`config.mk`:
```
export PLATFORM = sky130hd
export DESIGN_NAME = tfcs_top
export DESIGN_NICKNAME = d
export VERILOG_FILES = /design/src/tfcs_pkg.sv /design/src/tfcs_step_seq.sv /design/src/tfcs_top.sv
export SDC_FILE = /design/constraint.sdc
export NUM_CORES = 1
export LEC_CHECK = 0
export BUFFER_PORTS_ARGS = -buffer_cell sky130_fd_sc_hd__buf_2
export CORE_ASPECT_RATIO = 1.1
export CORE_MARGIN = 8
export CORE_UTILIZATION = 41
export CTS_CLUSTER_SIZE = 30
export DETAILED_ROUTE_END_ITERATION = 10
export PLACE_DENSITY = 0.75
export SLEW_MARGIN = 20
export SYNTH_ARGS = -nofsm -noshare
export SYNTH_HDL_FRONTEND = slang
export SYNTH_SLANG_ARGS = --single-unit
```
`constraint.sdc`:
```
create_clock -name hclk -period 1.8 [get_ports hclk]
set_input_delay 0.36 -clock hclk [delete_from_list [all_inputs] [get_ports hclk]]
set_output_delay 0.36 -clock hclk [all_outputs]
set_load 0.005 [all_outputs]
```
`src/tfcs_pkg.sv`:
```
// constants and types for the fabric-transceiver clock select block
// Contract
// (RULE_01) tx data sampled on tx FIFO write clock
// (RULE_02) tx write clock automatic unless user clock enabled
// (RULE_03) non-bonded: tx parallel clock writes tx FIFO
// (RULE_04) bonded: common bonded clock writes tx FIFO
// (RULE_05) user tx clock has zero offset
// (RULE_06) rx data launched on rx FIFO read clock
// (RULE_07) rx read clock automatic unless user clock enabled
// (RULE_08) non-bonded rate match: tx clock reads rx FIFO
// (RULE_09) no rate match: recovered clock reads and writes
// (RULE_10) bonded rate match: bonded clock reads rx FIFO
// (RULE_11) user rx clock has zero offset
// (RULE_12) rate match only in transmit-and-receive operation
// (RULE_13) fabric gives receiver-detect clock in PIPE mode
// (RULE_14) export FIFO clocks, accept reconfig and cal clocks
// (RULE_15) offset cancellation timed by reconfiguration clock
// (RULE_16) reconfiguration clock free-running, not transceiver-derived
// (RULE_17) calibration clock at most stated frequency
// (RULE_18) one cal clock and power-down for all
// (RULE_19) cal power-down release restarts calibration
// (RULE_20) bonded byte serializer halves tx read clock
// (RULE_21) clock selection frozen while data passes
package tfcs_pkg;
    // register byte addresses
    localparam logic [7:0] ADDR_CTRL = 8'h00;
    localparam logic [7:0] ADDR_STATUS = 8'h04;
    localparam logic [7:0] ADDR_CAL = 8'h08;
    // control register fields
    localparam int CTRL_BONDED = 0;
    localparam int CTRL_RATE_MATCH = 1;
    localparam int CTRL_USER_TX_CLK = 2;
    localparam int CTRL_USER_RX_CLK = 3;
    localparam int CTRL_BYTE_SER = 4;
    localparam int CTRL_MODE_LSB = 5;
    localparam logic [6:0] CTRL_RESET = 7'h00;
    // calibration register fields
    localparam int CAL_POWERDOWN = 0;
    localparam int CAL_OC_START = 1;
    localparam logic CAL_POWERDOWN_RESET = 1'b1;
    // status register fields
    localparam int STAT_TX_WR_SEL_LSB = 0;
    localparam int STAT_RX_RD_SEL_LSB = 2;
    localparam int STAT_RATE_MATCH = 4;
    localparam int STAT_BONDED = 5;
    localparam int STAT_CAL_BUSY = 6;
    localparam int STAT_CAL_DONE = 7;
    localparam int STAT_OC_BUSY = 8;
    localparam int STAT_OC_DONE = 9;
    localparam int STAT_CFG_LOCKED = 10;
    // sequence lengths, counted in edges of their own clocks
    localparam int CAL_STEPS = 16;
    localparam int OC_STEPS = 32;
    // clock source codes
    typedef enum logic [1:0] {
        SRC_TX_LOWSPEED = 2'b00,
        SRC_BONDED = 2'b01,
        SRC_RX_RECOVERED = 2'b10,
        SRC_USER = 2'b11
    } tfcs_src_t;
    // channel operation
    typedef enum logic [1:0] {
        MODE_TXRX = 2'b00,
        MODE_TX_ONLY = 2'b01,
        MODE_RX_ONLY = 2'b10
    } tfcs_mode_t;
    // sequencer states
    typedef enum logic [1:0] {
        SEQ_IDLE = 2'b00,
        SEQ_RUN = 2'b01,
        SEQ_DONE = 2'b10
    } tfcs_seq_t;
endpackage : tfcs_pkg

```
`src/tfcs_step_seq.sv`:
```
// step sequencer timed by rising edges of a slow sampled clock
`timescale 1ns/1ps
module tfcs_step_seq
    import tfcs_pkg::*;
#(
    parameter int STEPS = 16
)
(
    // system
    input wire logic hclk,
    input wire logic hresetn,
    // control
    input wire logic start,
    input wire logic hold,
    input wire logic tick_lvl,
    // status
    output logic busy,
    output logic done
);
    tfcs_seq_t state;
    logic tick_prev;
    logic [$clog2(STEPS+1)-1:0] cnt;
    logic tick_rise;

    // edge of the timing clock
    always_ff @(posedge hclk or negedge hresetn)
    begin
        if (!hresetn)
            tick_prev <= 1'b0;
        else
            tick_prev <= tick_lvl;
    end
    assign tick_rise = tick_lvl & ~tick_prev;

    // state: hold parks it, start begins again from step zero
    always_ff @(posedge hclk or negedge hresetn)
    begin
        if (!hresetn)
            state <= SEQ_IDLE;
        else if (hold)
            state <= SEQ_IDLE;
        else if (start)
            state <= SEQ_RUN;
        else if (state == SEQ_RUN && tick_rise
                 && cnt == ($clog2(STEPS+1))'(STEPS - 1))
            state <= SEQ_DONE;
    end

    // step counter
    always_ff @(posedge hclk or negedge hresetn)
    begin
        if (!hresetn)
            cnt <= '0;
        else if (hold || start)
            cnt <= '0;
        else if (state == SEQ_RUN && tick_rise)
            cnt <= cnt + 1'b1;
    end

    assign busy = (state == SEQ_RUN);
    assign done = (state == SEQ_DONE);
endmodule : tfcs_step_seq

```
`src/tfcs_top.sv`:
```
// fabric-transceiver clock select with AHB-Lite control registers
//
// The AHB-Lite slave port and the register offsets were chosen for this implementation.
`timescale 1ns/1ps
module tfcs_top
    import tfcs_pkg::*;
#(
    parameter int DW = 16
)
(
    // system
    input wire logic hclk,
    input wire logic hresetn,
    // ahb-lite slave
    input wire logic hsel,
    input wire logic [7:0] haddr,
    input wire logic [1:0] htrans,
    input wire logic hwrite,
    input wire logic [2:0] hsize,
    input wire logic [31:0] hwdata,
    input wire logic hready,
    output logic hreadyout,
    output logic hresp,
    output logic [31:0] hrdata,
    // clock sources from the channel, sampled as levels
    input wire logic tx_lowspeed_clk,
    input wire logic bonded_clk,
    input wire logic rx_recovered_clk,
    // clocks from the fabric
    input wire logic user_tx_wr_clk,
    input wire logic user_rx_rd_clk,
    input wire logic reconfig_clk,
    input wire logic cal_clk,
    input wire logic rx_detect_clk,
    // channel status
    input wire logic data_active,
    input wire logic power_cycle,
    // selected FIFO clocks
    output logic tx_fifo_wr_clk,
    output logic tx_fifo_rd_clk,
    output logic rx_fifo_wr_clk,
    output logic rx_fifo_rd_clk,
    // clocks exported to the fabric
    output logic tx_clkout,
    output logic rx_clkout,
    output logic bonded_clkout,
    output logic rx_detect_clk_out,
    // shared calibration controls
    output logic cal_clk_out,
    output logic cal_powerdown_out,
    // data at the fabric boundary
    input wire logic [DW-1:0] tx_data_in,
    output logic [DW-1:0] tx_fifo_data,
    input wire logic [DW-1:0] rx_fifo_data,
    output logic [DW-1:0] rx_data_out
);
    // pick one clock level by source code
    function automatic logic pick_clk(input tfcs_src_t sel, input logic [3:0] srcs);
        pick_clk = srcs[sel];
    endfunction : pick_clk

    logic [6:0] ctrl;
    logic cal_pd;
    logic cal_pd_prev;
    logic oc_kick;
    logic oc_first;
    logic ap_valid;
    logic ap_write;
    logic [7:0] ap_addr;
    tfcs_mode_t mode;
    logic eff_bonded;
    logic eff_rate_match;
    tfcs_src_t tx_wr_sel;
    tfcs_src_t rx_rd_sel;
    tfcs_src_t rx_wr_sel;
    logic [3:0] clk_srcs;
    logic div_clk;
    logic bonded_prev;
    logic tx_wr_prev;
    logic rx_rd_prev;
    logic next_tx_wr;
    logic next_tx_rd;
    logic next_rx_wr;
    logic next_rx_rd;
    logic cal_busy;
    logic cal_done;
    logic oc_busy;
    logic oc_done;
    logic [31:0] status;
    logic wr_ctrl;
    logic wr_cal;

    // address phase capture, zero wait states
    always_ff @(posedge hclk or negedge hresetn)
    begin
        if (!hresetn)
        begin
            ap_valid <= 1'b0;
            ap_write <= 1'b0;
            ap_addr <= 8'h00;
        end
        else if (hready)
        begin
            ap_valid <= hsel & htrans[1];
            ap_write <= hwrite;
            ap_addr <= haddr;
        end
    end

    assign hreadyout = 1'b1;
    assign hresp = 1'b0;
    assign wr_ctrl = ap_valid & ap_write & (ap_addr == ADDR_CTRL);
    assign wr_cal = ap_valid & ap_write & (ap_addr == ADDR_CAL);

    // control register, ignored while the channel passes data
    always_ff @(posedge hclk or negedge hresetn)
    begin
        if (!hresetn)
            ctrl <= CTRL_RESET;
        else if (wr_ctrl && !data_active) // RULE_21
            ctrl <= hwdata[6:0];
    end

    // calibration power-down, one bit shared by all channels
    always_ff @(posedge hclk or negedge hresetn)
    begin
        if (!hresetn)
        begin
            cal_pd <= CAL_POWERDOWN_RESET;
            cal_pd_prev <= CAL_POWERDOWN_RESET;
        end
        else
        begin
            if (wr_cal)
                cal_pd <= hwdata[CAL_POWERDOWN]; // RULE_18
            cal_pd_prev <= cal_pd;
        end
    end

    // offset cancellation kick: after reset, power cycle or software
    always_ff @(posedge hclk or negedge hresetn)
    begin
        if (!hresetn)
            oc_first <= 1'b1;
        else
            oc_first <= 1'b0;
    end
    assign oc_kick = oc_first | power_cycle | (wr_cal & hwdata[CAL_OC_START]);

    // effective configuration
    assign mode = tfcs_mode_t'(ctrl[CTRL_MODE_LSB +: 2]);
    assign eff_bonded = ctrl[CTRL_BONDED] & (mode != MODE_RX_ONLY);
    assign eff_rate_match = ctrl[CTRL_RATE_MATCH] & (mode == MODE_TXRX); // RULE_12

    // tx FIFO write clock source
    always_comb
    begin
        if (ctrl[CTRL_USER_TX_CLK])
            tx_wr_sel = SRC_USER; // RULE_02
        else if (eff_bonded)
            tx_wr_sel = SRC_BONDED; // RULE_04
        else
            tx_wr_sel = SRC_TX_LOWSPEED; // RULE_03
    end

    // rx FIFO write clock source
    always_comb
    begin
        if (!eff_rate_match)
            rx_wr_sel = SRC_RX_RECOVERED; // RULE_09
        else if (eff_bonded)
            rx_wr_sel = SRC_BONDED;
        else
            rx_wr_sel = SRC_TX_LOWSPEED;
    end

    // rx FIFO read clock source
    always_comb
    begin
        if (ctrl[CTRL_USER_RX_CLK])
            rx_rd_sel = SRC_USER; // RULE_07
        else if (!eff_rate_match)
            rx_rd_sel = SRC_RX_RECOVERED; // RULE_09
        else if (eff_bonded)
            rx_rd_sel = SRC_BONDED; // RULE_10
        else
            rx_rd_sel = SRC_TX_LOWSPEED; // RULE_08
    end

    // halved bonded clock for the byte serializer
    always_ff @(posedge hclk or negedge hresetn)
    begin
        if (!hresetn)
        begin
            bonded_prev <= 1'b0;
            div_clk <= 1'b0;
        end
        else
        begin
            bonded_prev <= bonded_clk;
            if (bonded_clk && !bonded_prev)
                div_clk <= ~div_clk; // RULE_20
        end
    end

    // source vector, index by code; the user slot is tied low, user clocks are muxed per use
    assign clk_srcs = {1'b0, rx_recovered_clk, bonded_clk, tx_lowspeed_clk};

    // next FIFO clock levels
    always_comb
    begin
        next_tx_wr = (tx_wr_sel == SRC_USER) ? user_tx_wr_clk
                                             : pick_clk(tx_wr_sel, clk_srcs);
        next_rx_rd = (rx_rd_sel == SRC_USER) ? user_rx_rd_clk
                                             : pick_clk(rx_rd_sel, clk_srcs);
        next_rx_wr = pick_clk(rx_wr_sel, clk_srcs);
        if (eff_bonded)
            next_tx_rd = ctrl[CTRL_BYTE_SER] ? div_clk : bonded_clk; // RULE_20
        else
            next_tx_rd = tx_lowspeed_clk;
    end

    // registered clock outputs and exports
    always_ff @(posedge hclk or negedge hresetn)
    begin
        if (!hresetn)
        begin
            tx_fifo_wr_clk <= 1'b0;
            tx_fifo_rd_clk <= 1'b0;
            rx_fifo_wr_clk <= 1'b0;
            rx_fifo_rd_clk <= 1'b0;
            tx_clkout <= 1'b0;
            rx_clkout <= 1'b0;
            bonded_clkout <= 1'b0;
            rx_detect_clk_out <= 1'b0;
            cal_clk_out <= 1'b0;
            cal_powerdown_out <= CAL_POWERDOWN_RESET;
        end
        else
        begin
            tx_fifo_wr_clk <= next_tx_wr;
            tx_fifo_rd_clk <= next_tx_rd;
            rx_fifo_wr_clk <= next_rx_wr;
            rx_fifo_rd_clk <= next_rx_rd;
            tx_clkout <= tx_lowspeed_clk; // RULE_14
            rx_clkout <= rx_recovered_clk; // RULE_14
            bonded_clkout <= bonded_clk; // RULE_14
            rx_detect_clk_out <= rx_detect_clk;
            cal_clk_out <= cal_clk; // RULE_18
            cal_powerdown_out <= cal_pd; // RULE_18
        end
    end

    // data sampled and launched on the FIFO clock edges
    always_ff @(posedge hclk or negedge hresetn)
    begin
        if (!hresetn)
        begin
            tx_wr_prev <= 1'b0;
            rx_rd_prev <= 1'b0;
            tx_fifo_data <= '0;
            rx_data_out <= '0;
        end
        else
        begin
            tx_wr_prev <= next_tx_wr;
            rx_rd_prev <= next_rx_rd;
            if (next_tx_wr && !tx_wr_prev)
                tx_fifo_data <= tx_data_in; // RULE_01
            if (next_rx_rd && !rx_rd_prev)
                rx_data_out <= rx_fifo_data; // RULE_06
        end
    end

    // calibration restarts on release of power-down
    tfcs_step_seq #(.STEPS(CAL_STEPS)) u_cal_seq (
        .hclk(hclk),
        .hresetn(hresetn),
        .start(cal_pd_prev & ~cal_pd), // RULE_19
        .hold(cal_pd),
        .tick_lvl(cal_clk),
        .busy(cal_busy),
        .done(cal_done)
    );

    // offset cancellation stepped by the reconfiguration clock
    tfcs_step_seq #(.STEPS(OC_STEPS)) u_oc_seq (
        .hclk(hclk),
        .hresetn(hresetn),
        .start(oc_kick),
        .hold(1'b0),
        .tick_lvl(reconfig_clk), // RULE_15
        .busy(oc_busy),
        .done(oc_done)
    );

    // status word
    always_comb
    begin
        status = 32'h0000_0000;
        status[STAT_TX_WR_SEL_LSB +: 2] = tx_wr_sel;
        status[STAT_RX_RD_SEL_LSB +: 2] = rx_rd_sel;
        status[STAT_RATE_MATCH] = eff_rate_match;
        status[STAT_BONDED] = eff_bonded;
        status[STAT_CAL_BUSY] = cal_busy;
        status[STAT_CAL_DONE] = cal_done;
        status[STAT_OC_BUSY] = oc_busy;
        status[STAT_OC_DONE] = oc_done;
        status[STAT_CFG_LOCKED] = data_active;
    end

    // read data mux, unmapped reads as zero
    always_comb
    begin
        hrdata = 32'h0000_0000;
        if (ap_valid && !ap_write)
        begin
            unique case (ap_addr)
                ADDR_CTRL: hrdata = {25'h0, ctrl};
                ADDR_STATUS: hrdata = status;
                ADDR_CAL: hrdata = {31'h0, cal_pd};
                default: hrdata = 32'h0000_0000;
            endcase
        end
    end
endmodule : tfcs_top

```
After elaboration in Yosys (flattened, before gate mapping):

Cells that the tools add are included.

* register bits: 78
* input port bits: 92
* output and inout bits: 76
* word-level logic and storage cells: 102

* add/subtract/negate cells: 2
* magnitude comparators: 3
* equality and inequality tests: 11
* muxes and demuxes: 25
* bitwise gates (word level): 16
* reductions and logical operators: 21

Operator list (count)
* $pmux 11 s3: 1
* $mux 2: 8
* $mux 6: 2
* $mux 11: 1
* $and 1x1->1: 10
* $mux 5: 2
* $logic_and 1x1->1: 9
* $lt 2x3->1 const B: 3
* $eq 2x2->1 const B: 4
* $eq 8x3->1 const B: 1
* $eq 8x4->1 const B: 1
* $logic_not 8->1: 1
* $mux 1: 8
* $add 6x1->6 const B: 1
* $bmux 1 s2: 3
* $eq 6x5->1 const B: 1
* $reduce_bool 2->1: 3
* $add 5x1->5 const B: 1
* $eq 5x4->1 const B: 1
* $logic_not 1->1: 5
* $eq 2x1->1 const B: 2
* $not 1->1: 4
* $reduce_bool 3->1: 1
* $logic_not 2->1: 1
* other kinds (3): 4

Longest topological paths before layout:

* depth in word-level cells: 9
* gate-level depth with buffers: 7
* gate-level depth less buffers: 6

Hierarchy:

Synthesis repeated with hierarchy kept, for this count alone.

* cells, all modules: 288
* area, all modules: 3656.0 um^2

Modules (own cells, without submodules)
* tfcs_top: instances 1, cells an instance 207, area an instance 2793.9 um^2, sequential area each 1555.2 um^2
* tfcs_step_seq at u_oc_seq: instances 1, cells an instance 43, area an instance 456.7 um^2, sequential area each 225.2 um^2
* tfcs_step_seq at u_cal_seq: instances 1, cells an instance 38, area an instance 405.4 um^2, sequential area each 200.2 um^2

Least setup slack after synthesis:

No wires, ideal clock.

* kind: register -> output
* from: register ap_addr[6]
* to: output hrdata[7]
* arrival: 1.609 ns
* required time: 1.440 ns
* path slack: -0.169 ns
* stages on the path, launching flop included: 5
* path buffers: 0
* cells stage by stage: dfrtp_1 -> nor4b_1 -> nand4_1 -> or2_2 -> nor3b_1

* cells in the longest elaborated chain, start to end: 3
* elaborated cells on any way between the ends: 5
* classes of those cells: 2 x eq/ne; 2 x mux; 1 x reduce/logical

RTL lines
* from (decl): RTL line tfcs_top.sv:69 `logic [7:0] ap_addr;`
* from (signal assigned): RTL line tfcs_top.sv:106 `ap_addr <= haddr;`
* $eq 8x4->1 (tied with other cells): RTL line tfcs_top.sv:318 `unique case (ap_addr)`
* $pmux 11 s3 (*): RTL line tfcs_top.sv:318
* $mux 11 (*): RTL line tfcs_top.sv:316 `if (ap_valid && !ap_write)`
* to (decl): RTL line tfcs_top.sv:24 `output logic [31:0] hrdata,`

Every way passes the cells marked *; elsewhere a longest branch is shown, timed or not.

Worst setup path in the final report:

* from: register ap_addr[6]
* to: output hrdata[2]

The elaborated chain is that of the path after synthesis.

==> metrics.txt <==
# TYPE chip_impl_metric gauge
chip_impl_info{name="violations_in_the_final_reports",value="negative hold slack, negative setup slack"} 1
chip_impl_metric{name="synth_sequential_area_ratio",unit=""} 0.569
chip_impl_metric{name="dp_slack",unit="ns"} -0.0967
chip_impl_metric{name="synth_enable_flop_cells",unit=""} 0
chip_impl_metric{name="instances_no_fill",unit=""} 529
chip_impl_info{name="crit_chain",value="nor4b_4 > nand4_1 > buf_4 > buf_12 > a211oi_4 > buf_2"} 1
chip_impl_metric{name="cellPowerDensity",unit="mW/mm2"} 858
chip_impl_info{name="cp-start-kind",value="flop"} 1
chip_impl_metric{name="timing.max_slew.rel_slack",unit=""} 0.637
chip_impl_metric{name="clock_latency",unit="ns"} 0.34
chip_impl_metric{name="synth_cell_type_count",unit=""} 39
chip_impl_metric{name="dp_hpwl",unit="mm"} 6.05
chip_impl_info{name="clock-root-buffer",value="sky130_fd_sc_hd__clkbuf_8"} 1
chip_impl_metric{name="p_leak",unit="nW"} 2.30
chip_impl_metric{name="setup_viol",unit=""} 43
chip_impl_metric{name="postRouteAntennaNets",unit=""} 0
chip_impl_metric{name="max-cap-violations",unit=""} 0
chip_impl_metric{name="yosys_warnings",unit=""} 0
chip_impl_metric{name="die_area",unit="mm2"} 0.0116
chip_impl_metric{name="fillerInstances",unit=""} 696
chip_impl_metric{name="core.rowCount",unit=""} 35
chip_impl_metric{name="grt_pass1_vias",unit=""} 2739
chip_impl_metric{name="cp.arrival",unit="ns"} 1.87
chip_impl_metric{name="power.ir.vdd_worst",unit="V"} 0.000457
chip_impl_metric{name="clk_transition_reported_paths",unit="ns"} 0.08
chip_impl_info{name="timing_worst_setup_path_type",value="reg2out"} 1
chip_impl_metric{name="synthesis.area_per_instance",unit="um2"} 12.5
chip_impl_metric{name="wirelength",unit="mm"} 8.56
chip_impl_metric{name="drt-initial-drc-count",unit=""} 115
chip_impl_metric{name="yosys_register_bits",unit=""} 78
chip_impl_metric{name="drc",unit=""} 0
chip_impl_metric{name="post-route-worst-setup-slack",unit="ns"} -0.434
chip_impl_metric{name="area_delta_synth_final",unit="%"} 38.1
chip_impl_metric{name="chipWidth",unit="um"} 103
chip_impl_metric{name="power_after_layout",unit="W"} 0.00407
chip_impl_metric{name="synth_async_reset_ratio",unit=""} 1.00
chip_impl_metric{name="period_share",unit=""} 1.24
chip_impl_info{name="critical_path.slowest_cell",value="sky130_fd_sc_hd__dfrtp_1"} 1
chip_impl_info{name="hold_path.class",value="in2async"} 1
chip_impl_metric{name="actual_transition_at_the_worst_max_transition_pin",unit="ns"} 0.544
chip_impl_metric{name="max_freq",unit="MHz"} 448
chip_impl_info{name="cts_tree",value="done"} 1
chip_impl_metric{name="grt_overflow_total",unit=""} 0
chip_impl_metric{name="worst_clock_skew",unit="ns"} 0.0136
chip_impl_metric{name="place.gp.congestion",unit=""} 0.836
chip_impl_info{name="synth_most_common_cell",value="sky130_fd_sc_hd__dfrtp_1"} 1
chip_impl_metric{name="critical_path.max_stage_delay",unit="ns"} 0.41
chip_impl_metric{name="antenna_cells_inserted",unit=""} 0
chip_impl_metric{name="cts-root-to-sink-buffers",unit=""} 2
chip_impl_metric{name="cts-hold-fix-buffers",unit=""} 0
chip_impl_metric{name="swShare",unit=""} 0.240
chip_impl_metric{name="placement.io_buffers",unit=""} 115
chip_impl_metric{name="critical_path_required",unit="ns"} 1.44
chip_impl_metric{name="reg2regPathDepth",unit=""} 7
chip_impl_metric{name="global_route_wire_length_before_repair",unit="mm"} 13.4
chip_impl_metric{name="whs",unit="ns"} -0.00118
chip_impl_metric{name="drt-wirelength-per-cell",unit="um"} 16.2
chip_impl_metric{name="drt_first_pass_iters",unit=""} 4
chip_impl_metric{name="grt_max_degree",unit=""} 43
chip_impl_metric{name="antenna_found_initial",unit=""} 1
chip_impl_info{name="ys_top_cells_by_count",value="75 x sky130_fd_sc_hd__dfrtp_1, 46 x sky130_fd_sc_hd__mux2_2, 24 x sky130_fd_sc_hd__buf_4, 24 x sky130_fd_sc_hd__nor2_1, 12 x sky130_fd_sc_hd__nand2_1"} 1
chip_impl_metric{name="final_layout_size_suffix_gt1_frac",unit=""} 0.543
chip_impl_metric{name="die_h",unit="um"} 112
chip_impl_metric{name="synth_top_cell_area_share",unit=""} 0.546
chip_impl_metric{name="cts_sinks",unit=""} 78
chip_impl_metric{name="internal_pwr_total",unit="W"} 0.00309
chip_impl_metric{name="dpl.cell_count",unit=""} 503
chip_impl_metric{name="ctsHtreeMaxLevel",unit=""} 3
chip_impl_info{name="rsz0062_at_grt",value="true"} 1
chip_impl_metric{name="synthesis.area",unit="mm2"} 0.00343
chip_impl_metric{name="final-max-slew-violation-count",unit=""} 0
chip_impl_metric{name="num_io_pins",unit=""} 168
chip_impl_metric{name="cts_made_buffers",unit=""} 9
chip_impl_metric{name="nNetsFinal",unit=""} 509
chip_impl_info{name="category_of_the_worst_setup_path_capture_point",value="primary output"} 1
chip_impl_metric{name="routed_via_density",unit=""} 4.75
chip_impl_metric{name="coreArea",unit="mm2"} 0.00828
chip_impl_metric{name="power.net_switching",unit="W"} 0.000977
chip_impl_metric{name="min_period",unit="ns"} 2.23
chip_impl_metric{name="area_occupied_by_multi_input_gates",unit="mm2"} 0.00156
chip_impl_info{name="postSynth.topFlopCell",value="sky130_fd_sc_hd__dfrtp_1"} 1
chip_impl_metric{name="synthesized_netlist_cell_count",unit=""} 274
chip_impl_metric{name="seq_area",unit="mm2"} 0.00196
chip_impl_info{name="netlist.top_cell.by_area",value="sky130_fd_sc_hd__dfrtp_1"} 1
chip_impl_metric{name="gr-usage-all-layers",unit=""} 0.149
chip_impl_metric{name="finalHoldViolations",unit=""} 4
chip_impl_info{name="ys_top_cells_by_area",value="sky130_fd_sc_hd__dfrtp_1 55%, sky130_fd_sc_hd__mux2_2 15%, sky130_fd_sc_hd__buf_4 5.2%"} 1
chip_impl_metric{name="fin_util",unit=""} 0.573
chip_impl_metric{name="num_vias",unit=""} 2512
chip_impl_metric{name="critPathMaxFanout",unit=""} 6
chip_impl_metric{name="power_frac_comb",unit=""} 0.166
chip_impl_metric{name="initial_utilization",unit=""} 0.415
chip_impl_metric{name="power.share.sequential",unit=""} 0.497
chip_impl_metric{name="clockPowerShare",unit=""} 0.337
chip_impl_info{name="outcome",value="finished with violations"} 1
==> power by group through the flow <==
stage          registers [W]  clock network (W)  logic [W]
2_1_floorplan        0.00205                  0   0.000278
3_3_place_gp         0.00204                  0   0.000546
4_1_cts              0.00202            0.00141   0.000657
3_5_place_dp         0.00205                  0   0.000564
6_report             0.00202            0.00137   0.000677
5_1_grt              0.00205            0.00148   0.000742
==> sequential cells by signal, summed over array words and instances, names as in the netlist, 2 cells and up <==
register and count:
u_oc_seq.cnt 6, u_oc_seq.state 2, ctrl 7, rx_data_out 16
u_cal_seq.cnt 5, u_cal_seq.state 2, tx_fifo_data 16, ap_addr 8
==> cells in the final DEF (no fill, tap or decap), types with 3 or more instances in the layout <==
master,netlist,routed
sky130_fd_sc_hd__a21oi_1,10,6
sky130_fd_sc_hd__mux2_2,46,16
sky130_fd_sc_hd__buf_2,3,113
sky130_fd_sc_hd__clkbuf_8,0,9
sky130_fd_sc_hd__mux2_4,0,30
sky130_fd_sc_hd__nor2_4,0,4
sky130_fd_sc_hd__buf_6,2,6
sky130_fd_sc_hd__inv_1,9,9
sky130_fd_sc_hd__mux2i_1,5,4
sky130_fd_sc_hd__nand2_1,12,11
sky130_fd_sc_hd__ha_1,3,3
sky130_fd_sc_hd__dfstp_2,3,3
sky130_fd_sc_hd__buf_4,24,15
sky130_fd_sc_hd__nand3_1,5,5
sky130_fd_sc_hd__conb_1,2,24
sky130_fd_sc_hd__nor2_1,24,20
sky130_fd_sc_hd__o21ai_0,6,6
sky130_fd_sc_hd__xor2_1,6,6
sky130_fd_sc_hd__buf_12,0,4
sky130_fd_sc_hd__dfrtp_1,75,73
sky130_fd_sc_hd__a21oi_4,0,3
sky130_fd_sc_hd__nand4_1,4,4
sky130_fd_sc_hd__xnor2_1,3,3
==> final timing paths <==
path	start	endpoint	slack (ns)
max reg2reg	ctrl[5]	tx_fifo_data[11]	-0.18
max in group asynchronous	hresetn	rx_clkout	1.25
min	hresetn	u_oc_seq.tick_prev	-0.001
min reg2reg	cal_pd	cal_powerdown_out	0.40
max	ap_addr[6]	hrdata[2]	-0.43
min in group hclk	rx_detect_clk	rx_detect_clk_out	0.12
==> worst max-delay path, delay by kind of cell (launching register included) <==
family	cells	cell delay, ns
AND/OR/NAND/NOR	2	0.50
buffers and inverters	3	0.46
flip-flops	1	0.41
AO/OA/AOI/OAI	1	0.16
==> per-stage QoR <==
| stage | instance area [um2] | setup TNS, ns |
|---|---|---|
| final | 4740 | -6.57 |
| after global routing | 4740 | -8.64 |
| after CTS | 4660 | -5.94 |
| after detailed placement | 4160 | -0.673 |
| after global placement | 4160 | -0.124 |
| after floorplan | 3540 | 0 |
==> repair_timing <==
action	CTS	global route
gates cloned	1	0
pin swaps	11	8
resized for setup	50	18
setup endpoints to repair	27	45
buffers inserted	9	2
==> logic make-up (layout without fill, tap and decap cells) <==
family / Yosys count / after routing / share of synthesized area
adders and majority gates: 3 / 3 / 0.0109
and+or+nand+nor: 65 / 65 / 0.100
buffers and inverters: 41 / 163 / 0.0765
muxes: 51 / 51 / 0.165
xor gates and xnor gates: 9 / 9 / 0.0230
other: 2 / 24 / 0.00219
DFF: 78 / 78 / 0.569
AOI/OAI and AO/OA: 25 / 25 / 0.0525
==> cell type report <==
cell class                 count  share of cell area
clock inverter                 4              0.0153
clock buffer                  11              0.0277
inverter                       9             0.00712
tap                          111              0.0293
timing repair buffer         139               0.180
multi-input combinational    177               0.328
sequential                    78               0.413
==> layer usage <==
| layer | vias to the layer above | track usage | wire length [um] |
|---|---|---|---|
| met4 | 2 | 0.0425 | 78 |
| met2 | 103 | 0.251 | 4230 |
| met5 | - | 0 | 10 |
| met3 | 13 | 0.0587 | 822 |
| li1 | 1172 | - | - |
| met1 | 1222 | 0.168 | 3420 |
Note: power is estimated with default switching activity, not from simulation.
